**src/smi_pkg.sv**
```systemverilog
// shared constants, carrier structs and state codes for the serial master
// assumes a single clock domain; pins arrive unsynchronised
package smi_pkg;
  // ----------------------------------------------------------------
  // widths and depths
  // ----------------------------------------------------------------
  localparam int unsigned SMI_BITS = 8;
  localparam int unsigned SMI_FIFO_DEPTH = 4;
  localparam logic [3:0] SMI_EDGE_LAST = 4'hf;     // sixteen clock edges per byte
  localparam logic [7:0] SMI_DATA_RST = 8'h00;
  // ----------------------------------------------------------------
  // shift clock dividers per rate code
  // ----------------------------------------------------------------
  localparam logic [8:0] SMI_DIV_00 = 9'h008;
  localparam logic [8:0] SMI_DIV_01 = 9'h010;
  localparam logic [8:0] SMI_DIV_10 = 9'h080;
  localparam logic [8:0] SMI_DIV_11 = 9'h100;
  // ----------------------------------------------------------------
  // carriers
  // ----------------------------------------------------------------
  typedef struct packed {
    logic port_enable;
    logic bus_mode_select;
    logic clock_idle_polarity;
    logic clock_capture_phase;
    logic rate_select_hi;
    logic rate_select_lo;
  } smi_ctrl_s;
  typedef struct packed {
    logic busy;
    logic arbitration_lost_flag;
  } smi_status_s;
  typedef enum logic [1:0] {
    SMI_IDLE = 2'b01,
    SMI_SHIFT = 2'b10
  } smi_state_e;
  // half a shift clock period in internal clock cycles
  function automatic logic [7:0] smi_half_count(input logic hi, input logic lo);
    logic [8:0] div;
    div = SMI_DIV_00;
    case ({hi, lo})
      2'b00: div = SMI_DIV_00;
      2'b01: div = SMI_DIV_01;
      2'b10: div = SMI_DIV_10;
      default: div = SMI_DIV_11;
    endcase
    return 8'(div >> 1);
  endfunction : smi_half_count
endpackage : smi_pkg

```
**src/smi_fifo.sv**
```systemverilog
// small synchronous fifo for bytes waiting to be shifted out
// assumes writer and reader share i_clock
module smi_fifo #(
  parameter int unsigned WIDTH = 8,
  parameter int unsigned DEPTH = 4
) (
  input wire logic i_clock,               // internal clock
  input wire logic i_rst_b,               // async reset, active low
  input wire logic i_in_valid,            // writer offers a word
  input wire logic [WIDTH-1:0] i_in_data, // word offered
  output logic o_in_ready,                // room for a word, registered
  output logic o_out_valid,               // a word is waiting
  output logic [WIDTH-1:0] o_out_data,    // oldest word
  input wire logic i_out_ready            // reader takes the word
);
  import smi_pkg::*;
  localparam int unsigned AW = (DEPTH > 1) ? $clog2(DEPTH) : 1;
  localparam int unsigned CW = $clog2(DEPTH + 1);
  logic [WIDTH-1:0] mem_r [DEPTH];
  logic [AW-1:0] wp_r, wp_nxt, rp_r, rp_nxt;
  logic [CW-1:0] cnt_r, cnt_nxt;
  logic rdy_r, rdy_nxt;
  logic push, pop;

  // ----------------------------------------------------------------
  // pointer and level update
  // ----------------------------------------------------------------
  // ready is registered so the top port comes from a flop; it costs nothing
  // since it is recomputed from the next level
  always_comb begin
    push = i_in_valid & rdy_r;
    pop = i_out_ready & (cnt_r != '0);
    wp_nxt = wp_r;
    rp_nxt = rp_r;
    if (push) begin
      wp_nxt = (wp_r == AW'(DEPTH - 1)) ? '0 : AW'(wp_r + 1'b1);
    end
    if (pop) begin
      rp_nxt = (rp_r == AW'(DEPTH - 1)) ? '0 : AW'(rp_r + 1'b1);
    end
    cnt_nxt = CW'(cnt_r + CW'(push) - CW'(pop));
    rdy_nxt = (cnt_nxt != CW'(DEPTH));
  end

  always_ff @(posedge i_clock or negedge i_rst_b) begin
    if (!i_rst_b) begin
      wp_r <= '0;
      rp_r <= '0;
      cnt_r <= '0;
      rdy_r <= 1'b0;
    end else begin
      wp_r <= wp_nxt;
      rp_r <= rp_nxt;
      cnt_r <= cnt_nxt;
      rdy_r <= rdy_nxt;
    end
  end

  // storage needs no reset; reads are gated by the level
  always_ff @(posedge i_clock) begin
    if (push) begin
      mem_r[wp_r] <= i_in_data;
    end
  end

  assign o_in_ready = rdy_r;
  assign o_out_valid = (cnt_r != '0);
  assign o_out_data = mem_r[rp_r];
endmodule : smi_fifo

```
**src/smi_spi_master.sv**
```systemverilog
// master-only serial shift port with two-wire bus assist
// assumes pins are asynchronous to i_clock; pad logic resolves the wires
module smi_spi_master (
  input wire logic i_clock,                         // internal clock, 10 MHz
  input wire logic i_rst_b,                         // async reset, active low
  input wire smi_pkg::smi_ctrl_s i_ctrl,            // control bits
  input wire logic i_arb_clear,                     // software clears lost flag
  input wire logic i_wr_valid,                      // new data byte offered
  input wire logic [smi_pkg::SMI_BITS-1:0] i_wr_data, // data byte to send
  output logic o_wr_ready,                          // byte buffer has room
  output logic [smi_pkg::SMI_BITS-1:0] o_rx_data,   // last received byte
  output logic o_rx_valid,                          // one-cycle pulse, byte done
  output smi_pkg::smi_status_s o_status,            // busy and lost flag
  output logic o_irq,                               // shared interrupt channel
  input wire logic i_sck,                           // shift clock pin level
  output logic o_sck_out,                           // shift clock drive value
  output logic o_sck_oe,                            // shift clock drive enable
  input wire logic i_sdi,                           // serial_in pin level
  output logic o_sdo_out,                           // serial_out drive value
  output logic o_sdo_oe                             // serial_out drive enable
);
  import smi_pkg::*;

  // ----------------------------------------------------------------
  // pin synchronisers and spike filters
  // ----------------------------------------------------------------
  logic sck_m_r, sck_s_r, sck_p_r, sck_f_r, sck_d_r, sck_f_nxt;
  logic sdi_m_r, sdi_s_r, sdi_p_r, sdi_f_r, sdi_d_r, sdi_f_nxt;

  // a level is accepted only after two equal samples, so a one-cycle spike never passes
  always_comb begin
    sck_f_nxt = (sck_s_r == sck_p_r) ? sck_s_r : sck_f_r;
    sdi_f_nxt = (sdi_s_r == sdi_p_r) ? sdi_s_r : sdi_f_r;
  end

  always_ff @(posedge i_clock or negedge i_rst_b) begin
    if (!i_rst_b) begin
      {sck_m_r, sck_s_r, sck_p_r, sck_f_r, sck_d_r} <= 5'h00;
      {sdi_m_r, sdi_s_r, sdi_p_r, sdi_f_r, sdi_d_r} <= 5'h1f;
    end else begin
      {sck_m_r, sck_s_r, sck_p_r} <= {i_sck, sck_m_r, sck_s_r};
      {sdi_m_r, sdi_s_r, sdi_p_r} <= {i_sdi, sdi_m_r, sdi_s_r};
      {sck_f_r, sck_d_r} <= {sck_f_nxt, sck_f_r};
      {sdi_f_r, sdi_d_r} <= {sdi_f_nxt, sdi_f_r};
    end
  end

  // ----------------------------------------------------------------
  // byte buffer in front of the shift register
  // ----------------------------------------------------------------
  logic fifo_valid, core_ready;
  logic [SMI_BITS-1:0] fifo_data;

  smi_fifo #(.WIDTH(SMI_BITS), .DEPTH(SMI_FIFO_DEPTH)) u_fifo (
    .i_clock(i_clock),
    .i_rst_b(i_rst_b),
    .i_in_valid(i_wr_valid),
    .i_in_data(i_wr_data),
    .o_in_ready(o_wr_ready),
    .o_out_valid(fifo_valid),
    .o_out_data(fifo_data),
    .i_out_ready(core_ready)
  );

  // ----------------------------------------------------------------
  // shift engine
  // ----------------------------------------------------------------
  smi_state_e state_r, state_nxt;
  logic [7:0] cnt_r, cnt_nxt, half;
  logic [3:0] edge_r, edge_nxt;
  logic [SMI_BITS-1:0] sh_r, sh_nxt, sh_cap, rx_r, rx_nxt;
  logic sck_r, sck_nxt, sdo_r, sdo_nxt, arb_r, arb_nxt, busy_r, busy_nxt;
  logic rxv_r, rxv_nxt, bms_d_r, irq_r, irq_nxt;
  logic bus, bms_fall, hold, tick, edge_evt, cap, shout, load, done, arb_set, ss_evt, eot, sdi_cap;

  always_comb begin
    bus = i_ctrl.bus_mode_select;
    bms_fall = bms_d_r & ~bus;
    half = smi_half_count(i_ctrl.rate_select_hi, i_ctrl.rate_select_lo);
    // a released clock that another master still pulls low freezes the count
    hold = bus & sck_r & ~sck_f_r;
    tick = (state_r == SMI_SHIFT) & ~hold & (cnt_r == half - 8'h01);
    // in bus mode the line itself clocks the shifter, so a slower master sets the pace
    edge_evt = (state_r == SMI_SHIFT) & (bus ? (sck_f_r != sck_d_r) : tick);
    cap = edge_evt & (edge_r[0] == i_ctrl.clock_capture_phase);
    // the first edge with late capture only confirms the bit already on the pin
    shout = edge_evt & ~cap & (edge_r != 4'h0);
    done = edge_evt & (edge_r == SMI_EDGE_LAST);
    load = core_ready & fifo_valid;
    arb_set = cap & bus & sdo_r & ~sdi_f_r;
    eot = done | bms_fall;
    ss_evt = bus & sck_f_r & sck_d_r & (sdi_f_r != sdi_d_r);
    // spi mode takes data straight from the synchroniser: the filter's extra delay would miss a
    // slave's trailing-edge bit at the fastest rate; bus mode keeps the filtered line to match its clock
    sdi_cap = bus ? sdi_f_r : sdi_s_r;
    sh_cap = cap ? {sh_r[SMI_BITS-2:0], sdi_cap} : sh_r;
  end

  // the buffer drains only into an idle, enabled shifter
  assign core_ready = (state_r == SMI_IDLE) & i_ctrl.port_enable & ~bms_fall;

  always_comb begin
    state_nxt = state_r;
    cnt_nxt = cnt_r;
    edge_nxt = edge_r;
    sh_nxt = sh_cap;
    sck_nxt = sck_r;
    sdo_nxt = sdo_r;
    busy_nxt = busy_r;
    rx_nxt = rx_r;
    rxv_nxt = 1'b0;
    // set wins over a software clear arriving in the same cycle
    arb_nxt = arb_set ? 1'b1 : ((load | i_arb_clear) ? 1'b0 : arb_r);
    case (state_r)
      SMI_IDLE: begin
        sck_nxt = i_ctrl.clock_idle_polarity;
        cnt_nxt = 8'h00;
        edge_nxt = 4'h0;
        if (load) begin
          state_nxt = SMI_SHIFT;
          sh_nxt = fifo_data;
          sdo_nxt = fifo_data[SMI_BITS-1];
          busy_nxt = 1'b1;
        end
      end
      SMI_SHIFT: begin
        if (!hold) begin
          cnt_nxt = tick ? 8'h00 : (cnt_r + 8'h01);
        end
        if (tick) begin
          sck_nxt = ~sck_r;
        end
        if (edge_evt) begin
          edge_nxt = edge_r + 4'h1;
        end
        if (shout) begin
          sdo_nxt = sh_r[SMI_BITS-1];
        end
        if (done) begin
          state_nxt = SMI_IDLE;
          busy_nxt = 1'b0;
          rx_nxt = sh_cap;
          rxv_nxt = 1'b1;
          sck_nxt = i_ctrl.clock_idle_polarity;
        end
        if (bms_fall) begin
          state_nxt = SMI_IDLE;
          busy_nxt = 1'b0;
          sck_nxt = i_ctrl.clock_idle_polarity;
        end
      end
      default: begin
        state_nxt = SMI_IDLE;
        busy_nxt = 1'b0;
      end
    endcase
    // shared channel: pin level, start/stop pulse, or end-of-byte or bus-mode-exit pulse
    case ({i_ctrl.port_enable, bus})
      2'b00: irq_nxt = sck_f_r;
      2'b01: irq_nxt = ss_evt;
      default: irq_nxt = eot;
    endcase
  end

  always_ff @(posedge i_clock or negedge i_rst_b) begin
    if (!i_rst_b) begin
      state_r <= SMI_IDLE;
      cnt_r <= 8'h00;
      edge_r <= 4'h0;
      sh_r <= SMI_DATA_RST;
      rx_r <= SMI_DATA_RST;
      rxv_r <= 1'b0;
      sck_r <= 1'b0;
      sdo_r <= 1'b1;
      arb_r <= 1'b0;
      busy_r <= 1'b0;
      bms_d_r <= 1'b0;
      irq_r <= 1'b0;
    end else begin
      state_r <= state_nxt;
      cnt_r <= cnt_nxt;
      edge_r <= edge_nxt;
      sh_r <= sh_nxt;
      rx_r <= rx_nxt;
      rxv_r <= rxv_nxt;
      sck_r <= sck_nxt;
      sdo_r <= sdo_nxt;
      arb_r <= arb_nxt;
      busy_r <= busy_nxt;
      bms_d_r <= bus;
      irq_r <= irq_nxt;
    end
  end

  // ----------------------------------------------------------------
  // pin drivers
  // ----------------------------------------------------------------
  logic sck_o_r, sck_oe_r, sdo_o_r, sdo_oe_r, sck_oe_nxt, sdo_oe_nxt;

  // bus mode drives only low so the wire stays open drain; lost arbitration leaves the line high
  always_comb begin
    sck_oe_nxt = i_ctrl.port_enable & (~bus | ~sck_r);
    sdo_oe_nxt = i_ctrl.port_enable & ~arb_r & (~bus | ~sdo_r);
  end

  always_ff @(posedge i_clock or negedge i_rst_b) begin
    if (!i_rst_b) begin
      {sck_o_r, sck_oe_r, sdo_o_r, sdo_oe_r} <= 4'h2;
    end else begin
      {sck_o_r, sck_oe_r} <= {sck_r, sck_oe_nxt};
      {sdo_o_r, sdo_oe_r} <= {sdo_r | arb_r, sdo_oe_nxt};
    end
  end

  assign o_sck_out = sck_o_r;
  assign o_sck_oe = sck_oe_r;
  assign o_sdo_out = sdo_o_r;
  assign o_sdo_oe = sdo_oe_r;
  assign o_rx_data = rx_r;
  assign o_rx_valid = rxv_r;
  assign o_irq = irq_r;
  assign o_status = '{busy: busy_r, arbitration_lost_flag: arb_r};
endmodule : smi_spi_master

```
**config.mk**
```make
export PLATFORM = sky130hd
export DESIGN_NAME = smi_spi_master
export DESIGN_NICKNAME = d
export VERILOG_FILES = /design/src/smi_pkg.sv /design/src/smi_fifo.sv /design/src/smi_spi_master.sv
export SDC_FILE = /design/constraint.sdc
export NUM_CORES = 1
export LEC_CHECK = 0
export BUFFER_PORTS_ARGS = -buffer_cell sky130_fd_sc_hd__buf_4
export CORE_MARGIN = 1.5
export CORE_UTILIZATION = 40
export DETAILED_ROUTE_END_ITERATION = 10
export PLACE_DENSITY = 0.64
export SKIP_CTS_REPAIR_TIMING = 1
export SYNTH_ARGS = -nofsm -noshare
export SYNTH_HDL_FRONTEND = slang
export SYNTH_SLANG_ARGS = --single-unit
```
**constraint.sdc**
```tcl
create_clock -name i_clock -period 6.45 [get_ports i_clock]
set_clock_uncertainty 0.2 [all_clocks]
set_input_delay 0.645 -clock i_clock [delete_from_list [all_inputs] [get_ports i_clock]]
set_output_delay 0.645 -clock i_clock [all_outputs]
set_load 0.02 [all_outputs]
```
## After elaboration in Yosys (flattened, before gate mapping)

Memories as Yosys holds them, arrays and structs flattened.
Index checks and enable logic that the tools add are counted.

- Add/subtract/negate cells: 7
- Equal/unequal tests: 21
- Muxes and demuxes: 35
- Bitwise gates (word level): 37
- Reductions and logical operators: 12

Operators by type and width:

| kind | number |
|---|---|
| two-way mux 8 bit | 5 |
| one-hot mux 9 bit (3 select lines) | 1 |
| bitwise AND 1 bit | 23 |
| two-way mux 1 bit | 16 |
| one-hot mux 8 bit (2 select lines) | 1 |
| two-way mux 2 bit | 5 |
| AND reduction 2 bit | 5 |
| inverter 1 bit | 9 |
| adder 8 x 1 -> 8 bit, second input constant | 1 |
| == test 2 bit, second input constant | 4 |
| == test 8 bit | 1 |
| inequality test 2 bit, second input constant | 4 |
| one-hot mux 1 bit (2 select lines) | 4 |
| one-hot mux 4 bit (2 select lines) | 1 |
| subtractor 8 x 1 -> 8 bit, second input constant | 1 |
| == test 2 x 1 -> 1 bit, second input constant | 3 |
| inequality test 3 bit, second input constant | 2 |
| OR 1 bit | 5 |
| adder 2 x 1 -> 2 bit, second input constant | 2 |
| adder 4 x 1 -> 4 bit, second input constant | 1 |
| == test 4 bit, second input constant | 1 |
| logical NOT 2 bit | 2 |
| two-way mux 4 bit | 1 |
| inequality test 4 bit, second input constant | 1 |
| 9 further kinds | 13 |

- Flip-flop bits (word level): 59
- Bits in writable memories: 32
- Output and inout bits: 17
- Logic and storage cells: 143
- Memories: 1

Memory list:

| memory | depth | width | read ports | clocked after Yosys merged registers in | wr ports | RTL line | source |
|---|---|---|---|---|---|---|---|
| u_fifo.mem_r | 4 | 8 | 1 | 0 | 1 | smi_fifo.sv:19 | `logic [WIDTH-1:0] mem_r [DEPTH];` |

## Depth between registers and ports, before layout

- Word-level depth: 13
- Gate-level depth with buffers: 14
- Mapped depth without buffers: 11

## By module

A second synthesis with hierarchy kept.

- Cells, all modules: 321
- Area, all modules: 4,186.5 µm²

Modules (own cells, without submodules):

| module | instances | cells an instance | area each (µm²) |
|---|---|---|---|
| smi_spi_master | 1 | 241 | 2,566.2 |
| smi_fifo | 1 | 80 | 1,620.3 |

## Worst setup path before layout

OpenSTA, ideal clock, no wires.

- Kind: input -> register
- Start: input port i_ctrl[4] (netlist bit)
- End: register u_fifo.rdy_r (netlist: u_fifo.o_in_ready)
- Library setup time: 125 ps
- Arrival: 2,868 ps
- Path slack: 3,257 ps
- Stages on the path: 12
- Cell sequence: buf_2 nor2b_1 or3_1 clkbuf_1 buf_1 inv_1 ha_1 inv_1 ha_1 fa_1 xnor2_1 nand2_1

- Word-level cells in the longest chain between the ends: 7

RTL lines:

| what | RTL line | source |
|---|---|---|
| from (decl) | smi_spi_master.sv:6 | `input wire smi_pkg::smi_ctrl_s i_ctrl,` |
| inverter 1 bit | smi_spi_master.sv:78 | `bms_fall = bms_d_r & ~bus;` |
| bitwise AND 1 bit | smi_spi_master.sv:78 |  |
| inverter 1 bit | smi_spi_master.sv:100 | `assign core_ready = (state_r == SMI_IDLE) & i_ctrl.port_enable & ~bms_fall;` |
| bitwise AND 1 bit | smi_spi_master.sv:100 |  |
| bitwise AND 1 bit | -- |  |
| net load | smi_spi_master.sv:74 | `logic bus, bms_fall, hold, tick, edge_evt, cap, shout, load, done, arb_set, ss_evt, eot, sdi_cap;` |
| subtractor 3 x 1 -> 3 bit | smi_fifo.sv:41 | `cnt_nxt = CW'(cnt_r + CW'(push) - CW'(pop));` |
| net u_fifo.cnt_nxt[2] | smi_fifo.sv:21 | `logic [CW-1:0] cnt_r, cnt_nxt;` |
| inequality test 3 bit | smi_fifo.sv:42 | `rdy_nxt = (cnt_nxt != CW'(DEPTH));` |
| net u_fifo.rdy_nxt | smi_fifo.sv:22 | `logic rdy_r, rdy_nxt;` |
| to (signal assigned) | smi_fifo.sv:55 | `rdy_r <= rdy_nxt;` |
| to (decl) | smi_fifo.sv:22 |  |

The timed path passes the listed nets, and every way through them passes these cells.
A chain may end at the register's enable or synchronous reset.

## Final worst setup path

- Start: input port i_ctrl[1] (netlist bit)
- End: register rx_r[5] (netlist: o_rx_data[5])

- Word-level cells in the longest chain between the ends: 9

RTL lines:

| what | RTL line | source |
|---|---|---|
| == test 2 bit (tied with other cells) | smi_pkg.sv:41 | `case ({hi, lo})` |
| one-hot mux 9 bit (3 select lines) * | smi_pkg.sv:41 |  |
| subtractor 8 x 1 -> 8 bit * | smi_spi_master.sv:82 | `tick = (state_r == SMI_SHIFT) & ~hold & (cnt_r == half - 8'h01);` |
| == test 8 bit * | smi_spi_master.sv:82 |  |
| bitwise AND 1 bit * | smi_spi_master.sv:82 |  |
| two-way mux 1 bit * | smi_spi_master.sv:84 | `edge_evt = (state_r == SMI_SHIFT) & (bus ? (sck_f_r != sck_d_r) : tick);` |
| bitwise AND 1 bit * | smi_spi_master.sv:84 |  |
| bitwise AND 1 bit (on tied branches) | smi_spi_master.sv:85, smi_spi_master.sv:88 |  |
| two-way mux 8 bit / AND reduction 2 bit (equally long branches) | -- |  |
| to (signal assigned) | smi_spi_master.sv:184 | `rx_r <= rx_nxt;` |
| to (decl) | smi_spi_master.sv:71 | `logic [SMI_BITS-1:0] sh_r, sh_nxt, sh_cap, rx_r, rx_nxt;` |

Mark *: on every way between the ends. The rest lies on a longest branch, timed or not.

==> run_results.csv <==
group,metric,value,unit
route,drt_iter0_drc,125,
critical_path,critPathKind,"input port to flop",
clocking,clk_pin_slew,0.10,ns
critical_path,arrival,3.71,ns
final_layout,drive_gt1_share,24.01,%
synthesis,synthArstFlopShare,64.44,%
synthesis,synth-edff-count,32,
sta,setup_slack,2.797,ns
run_status,outcome,"finished, final reports clean",
sta,post-route-period-util,56.63,%
global_route,grt_pass1_vias,2869,
route,vias_per_cell,5.569,
global_route,grt_pass1_wl,13900,um
synthesis,synth_fa_ha_area_share,4.758,%
flow_run,cap_violations,0,
sta,worstMarginPinSlew,1.034,ns
clocking,h-tree-depth,3,
final_layout,final_cell_mix,"dfrtp_1 (50), nand2_1 (42), buf_4 (36)",
global_route,antenna_found_initial,0,
route,routed_wire_length_per_instance,15.88,um
synthesis,avgSynthCellArea,12.38,sq um
die,die_h,106.2,um
pwr,power_density,334.9,nW/um^2
die,row_count,37,
sta,setup_violations,0,
synthesis,ys_seq_area_share,56.86,%
synthesis,synth_top_family_by_area,"simple AND/OR/NAND/NOR gates",
final_layout,nets,408,
placement,hpwl,5613,um
final_layout,insertedDiodeCount,0,
worst_hold_path,hold_class,"input port to async pin",
die,dieArea,11280,sq um
critical_path,endpoint_kind,"flop",
route,routed_wl,8179,um
die,coreArea,10320,sq um
synthesis,syn_inst,344,
critical_path,slowest_stage,"o32ai_2",
critical_path,critical_path.max_stage_delay,0.77,ns
pwr,power,1.611,mW
sta,drv_slew,0,
critical_path,start_kind,"input port",
final_layout,finish.utilization,46.60,%
placement,pre_cts_ws,2.437,ns
sta,fin_setup_tns,0,ns
synthesis,synthFlopType,"dfrtp_1",
route,via_count,2868,
die,die_x,106.2,um
synthesis,synth_top_area_share,29.37,%
synthesis,synth_area,4260,sq um
synthesis,synth_compound_area_share,11.16,%
final_layout,syn_to_final_growth,12.92,%
placement,gp_congestion,0.8659,
synthesis,ys_top_cells_by_area,"dfrtp_1 (29%), edfxtp_1 (23%), dfstp_2 (4.9%)",
synthesis,yosysTopAreaCell,"dfrtp_1",
die,initial_core_util,41.27,%
clocking,cts_made_buffers,9,
synthesis,synthDistinctLibCells,60,
sta,fmax,273.8,MHz
synthesis,ys_warn_count,0,
sta,rsz0062_at_grt,"no",
synthesis,synth_mux_area_share,8.928,%
pwr,total_leakage_power,1.966,nW
critical_path,worst-path-max-fanout,12,
global_route,grt.overflow.total,0,
clocking,insertion_delay,0.37,ns
die,io_pins,37,
placement,port_buffers,36,
sta,finalHoldViolations,0,
pwr,ir_worst_vdd,0.2049,mV
sta,timing.final.crit_period,3.653,ns
critical_path,crit_required,6.50,ns
critical_path,worstPathCellList,"buf_4 > or2_2 > ha_1 > xor2_1 > o2111ai_1 > o32ai_2 > and3_1 > mux2_2",
clocking,cts.sinks,90,
route,first_pass_iters,6,
global_route,grt_max_degree,59,
final_layout,layout_commonest_cell,"dfrtp_1",
synthesis,synth_nets,378,
sta,slew_headroom,30.45,%
route,ant_nets,0,
clocking,cts_tree,"built",
synthesis,synthXorXnorAreaFrac,2.261,%
synthesis,synthSimpleGateAreaFrac,12.39,%
final_layout,fillCellCount,956,
route,drc_errors,0,
clocking,clk_path_buf_depth,2,
synthesis,synth_seq_cells,90,
global_route,gr-usage-all-layers,15.81,%
clocking,ctsRootBufferMaster,"clkbuf_8",
sta,hold_ws,0.1226,ns
final timing paths:
check | startpoint | cells after the start | to | slack, ns
max | i_ctrl[1] | 8 | o_rx_data[5] | 2.80
min | i_rst_b | 1 | cnt_r[4] | 0.12
max reg2reg | state_r[0] | 10 | u_fifo.o_in_ready | 3.14
min reg2reg | sck_m_r | 0 | sck_s_r | 0.15
max in group asynchronous | i_rst_b | 1 | cnt_r[7] | 5.44
min in group i_clock | sck_m_r | 0 | sck_s_r | 0.15
cells in the mapped netlist (5+ instances only):
| cell type | n |
|---|---|
| dfrtp_1 | 50 |
| nand3_1 | 12 |
| ha_1 | 13 |
| o2111ai_1 | 9 |
| o211ai_1 | 7 |
| dfstp_2 | 8 |
| edfxtp_1 | 32 |
| nor2_1 | 9 |
| mux2_2 | 16 |
| clkbuf_1 | 7 |
| inv_1 | 18 |
| nand2b_1 | 6 |
| mux4_2 | 8 |
| nor3_1 | 5 |
| and3_1 | 8 |
| nand2_1 | 42 |
| o21ai_0 | 9 |
| xnor2_1 | 7 |
registers in the layout, summed over array words and instances (netlist names), 2 cells and up:
register and cells:
u_fifo.wp_r 2, sh_r 8, edge_r 4, u_fifo.mem_r 32, u_fifo.rp_r 2, o_rx_data 8
u_fifo.cnt_r 3, cnt_r 8, state_r 2
report_power, final:
group | internal (mW) | total (mW) | switching (mW) | leakage [nW]
Combinational | 0.204 | 0.431 | 0.227 | 0.868
Sequential | 0.708 | 0.797 | 0.0889 | 0.998
Clock | 0.154 | 0.383 | 0.229 | 0.101
Total | 1.07 | 1.61 | 0.545 | 1.97
critical path, delay by kind of cell:
kind            cells  cell delay [ns]
compound gates      2             1.25
simple gates        2             0.85
mux                 1             0.39
fa+ha+maj           1             0.31
xor+xnor            1             0.13
buf+inv             1             0.12
per-stage QoR:
| stage | cells | cell area, sq um |
|---|---|---|
| after global placement | 499 | 4613 |
| final | 515 | 4811 |
| after CTS | 515 | 4811 |
| after floorplan | 344 | 4260 |
| after detailed placement | 499 | 4613 |
| after global routing | 515 | 4811 |
routing by layer:
metal | up-vias | GRT usage (%) | routed length, um
li1 | 1340 | - | -
met1 | 1447 | 20.68 | 3629
met2 | 73 | 25.71 | 4072
met3 | 8 | 4.476 | 374
met4 | 0 | 4.440 | 104
met5 | - | 0 | 0
kinds of logic (layout without fill, tap and decap cells):
kind of cell               after synthesis  after routing
buffers and inverters                   35             70
and+or+nand+nor                        106            106
muxes                                   26             26
AOI/OAI and AO/OA                       60             60
xor gates and xnor gates                11             11
DFF                                     90             90
adders and majority gates               16             16
layout make-up:
class	count	area [sq um]	area share (%)
Multi-Input combinational cell	219	1683	34.98
Sequential cell	90	2422	50.35
Inverter	18	67.56	1.404
Timing Repair Buffer	36	270.3	5.618
Clock buffer	9	123.9	2.575
Clock inverter	7	73.82	1.534
Tap cell	136	170.2	3.537
(Power assumes the default switching activity.)
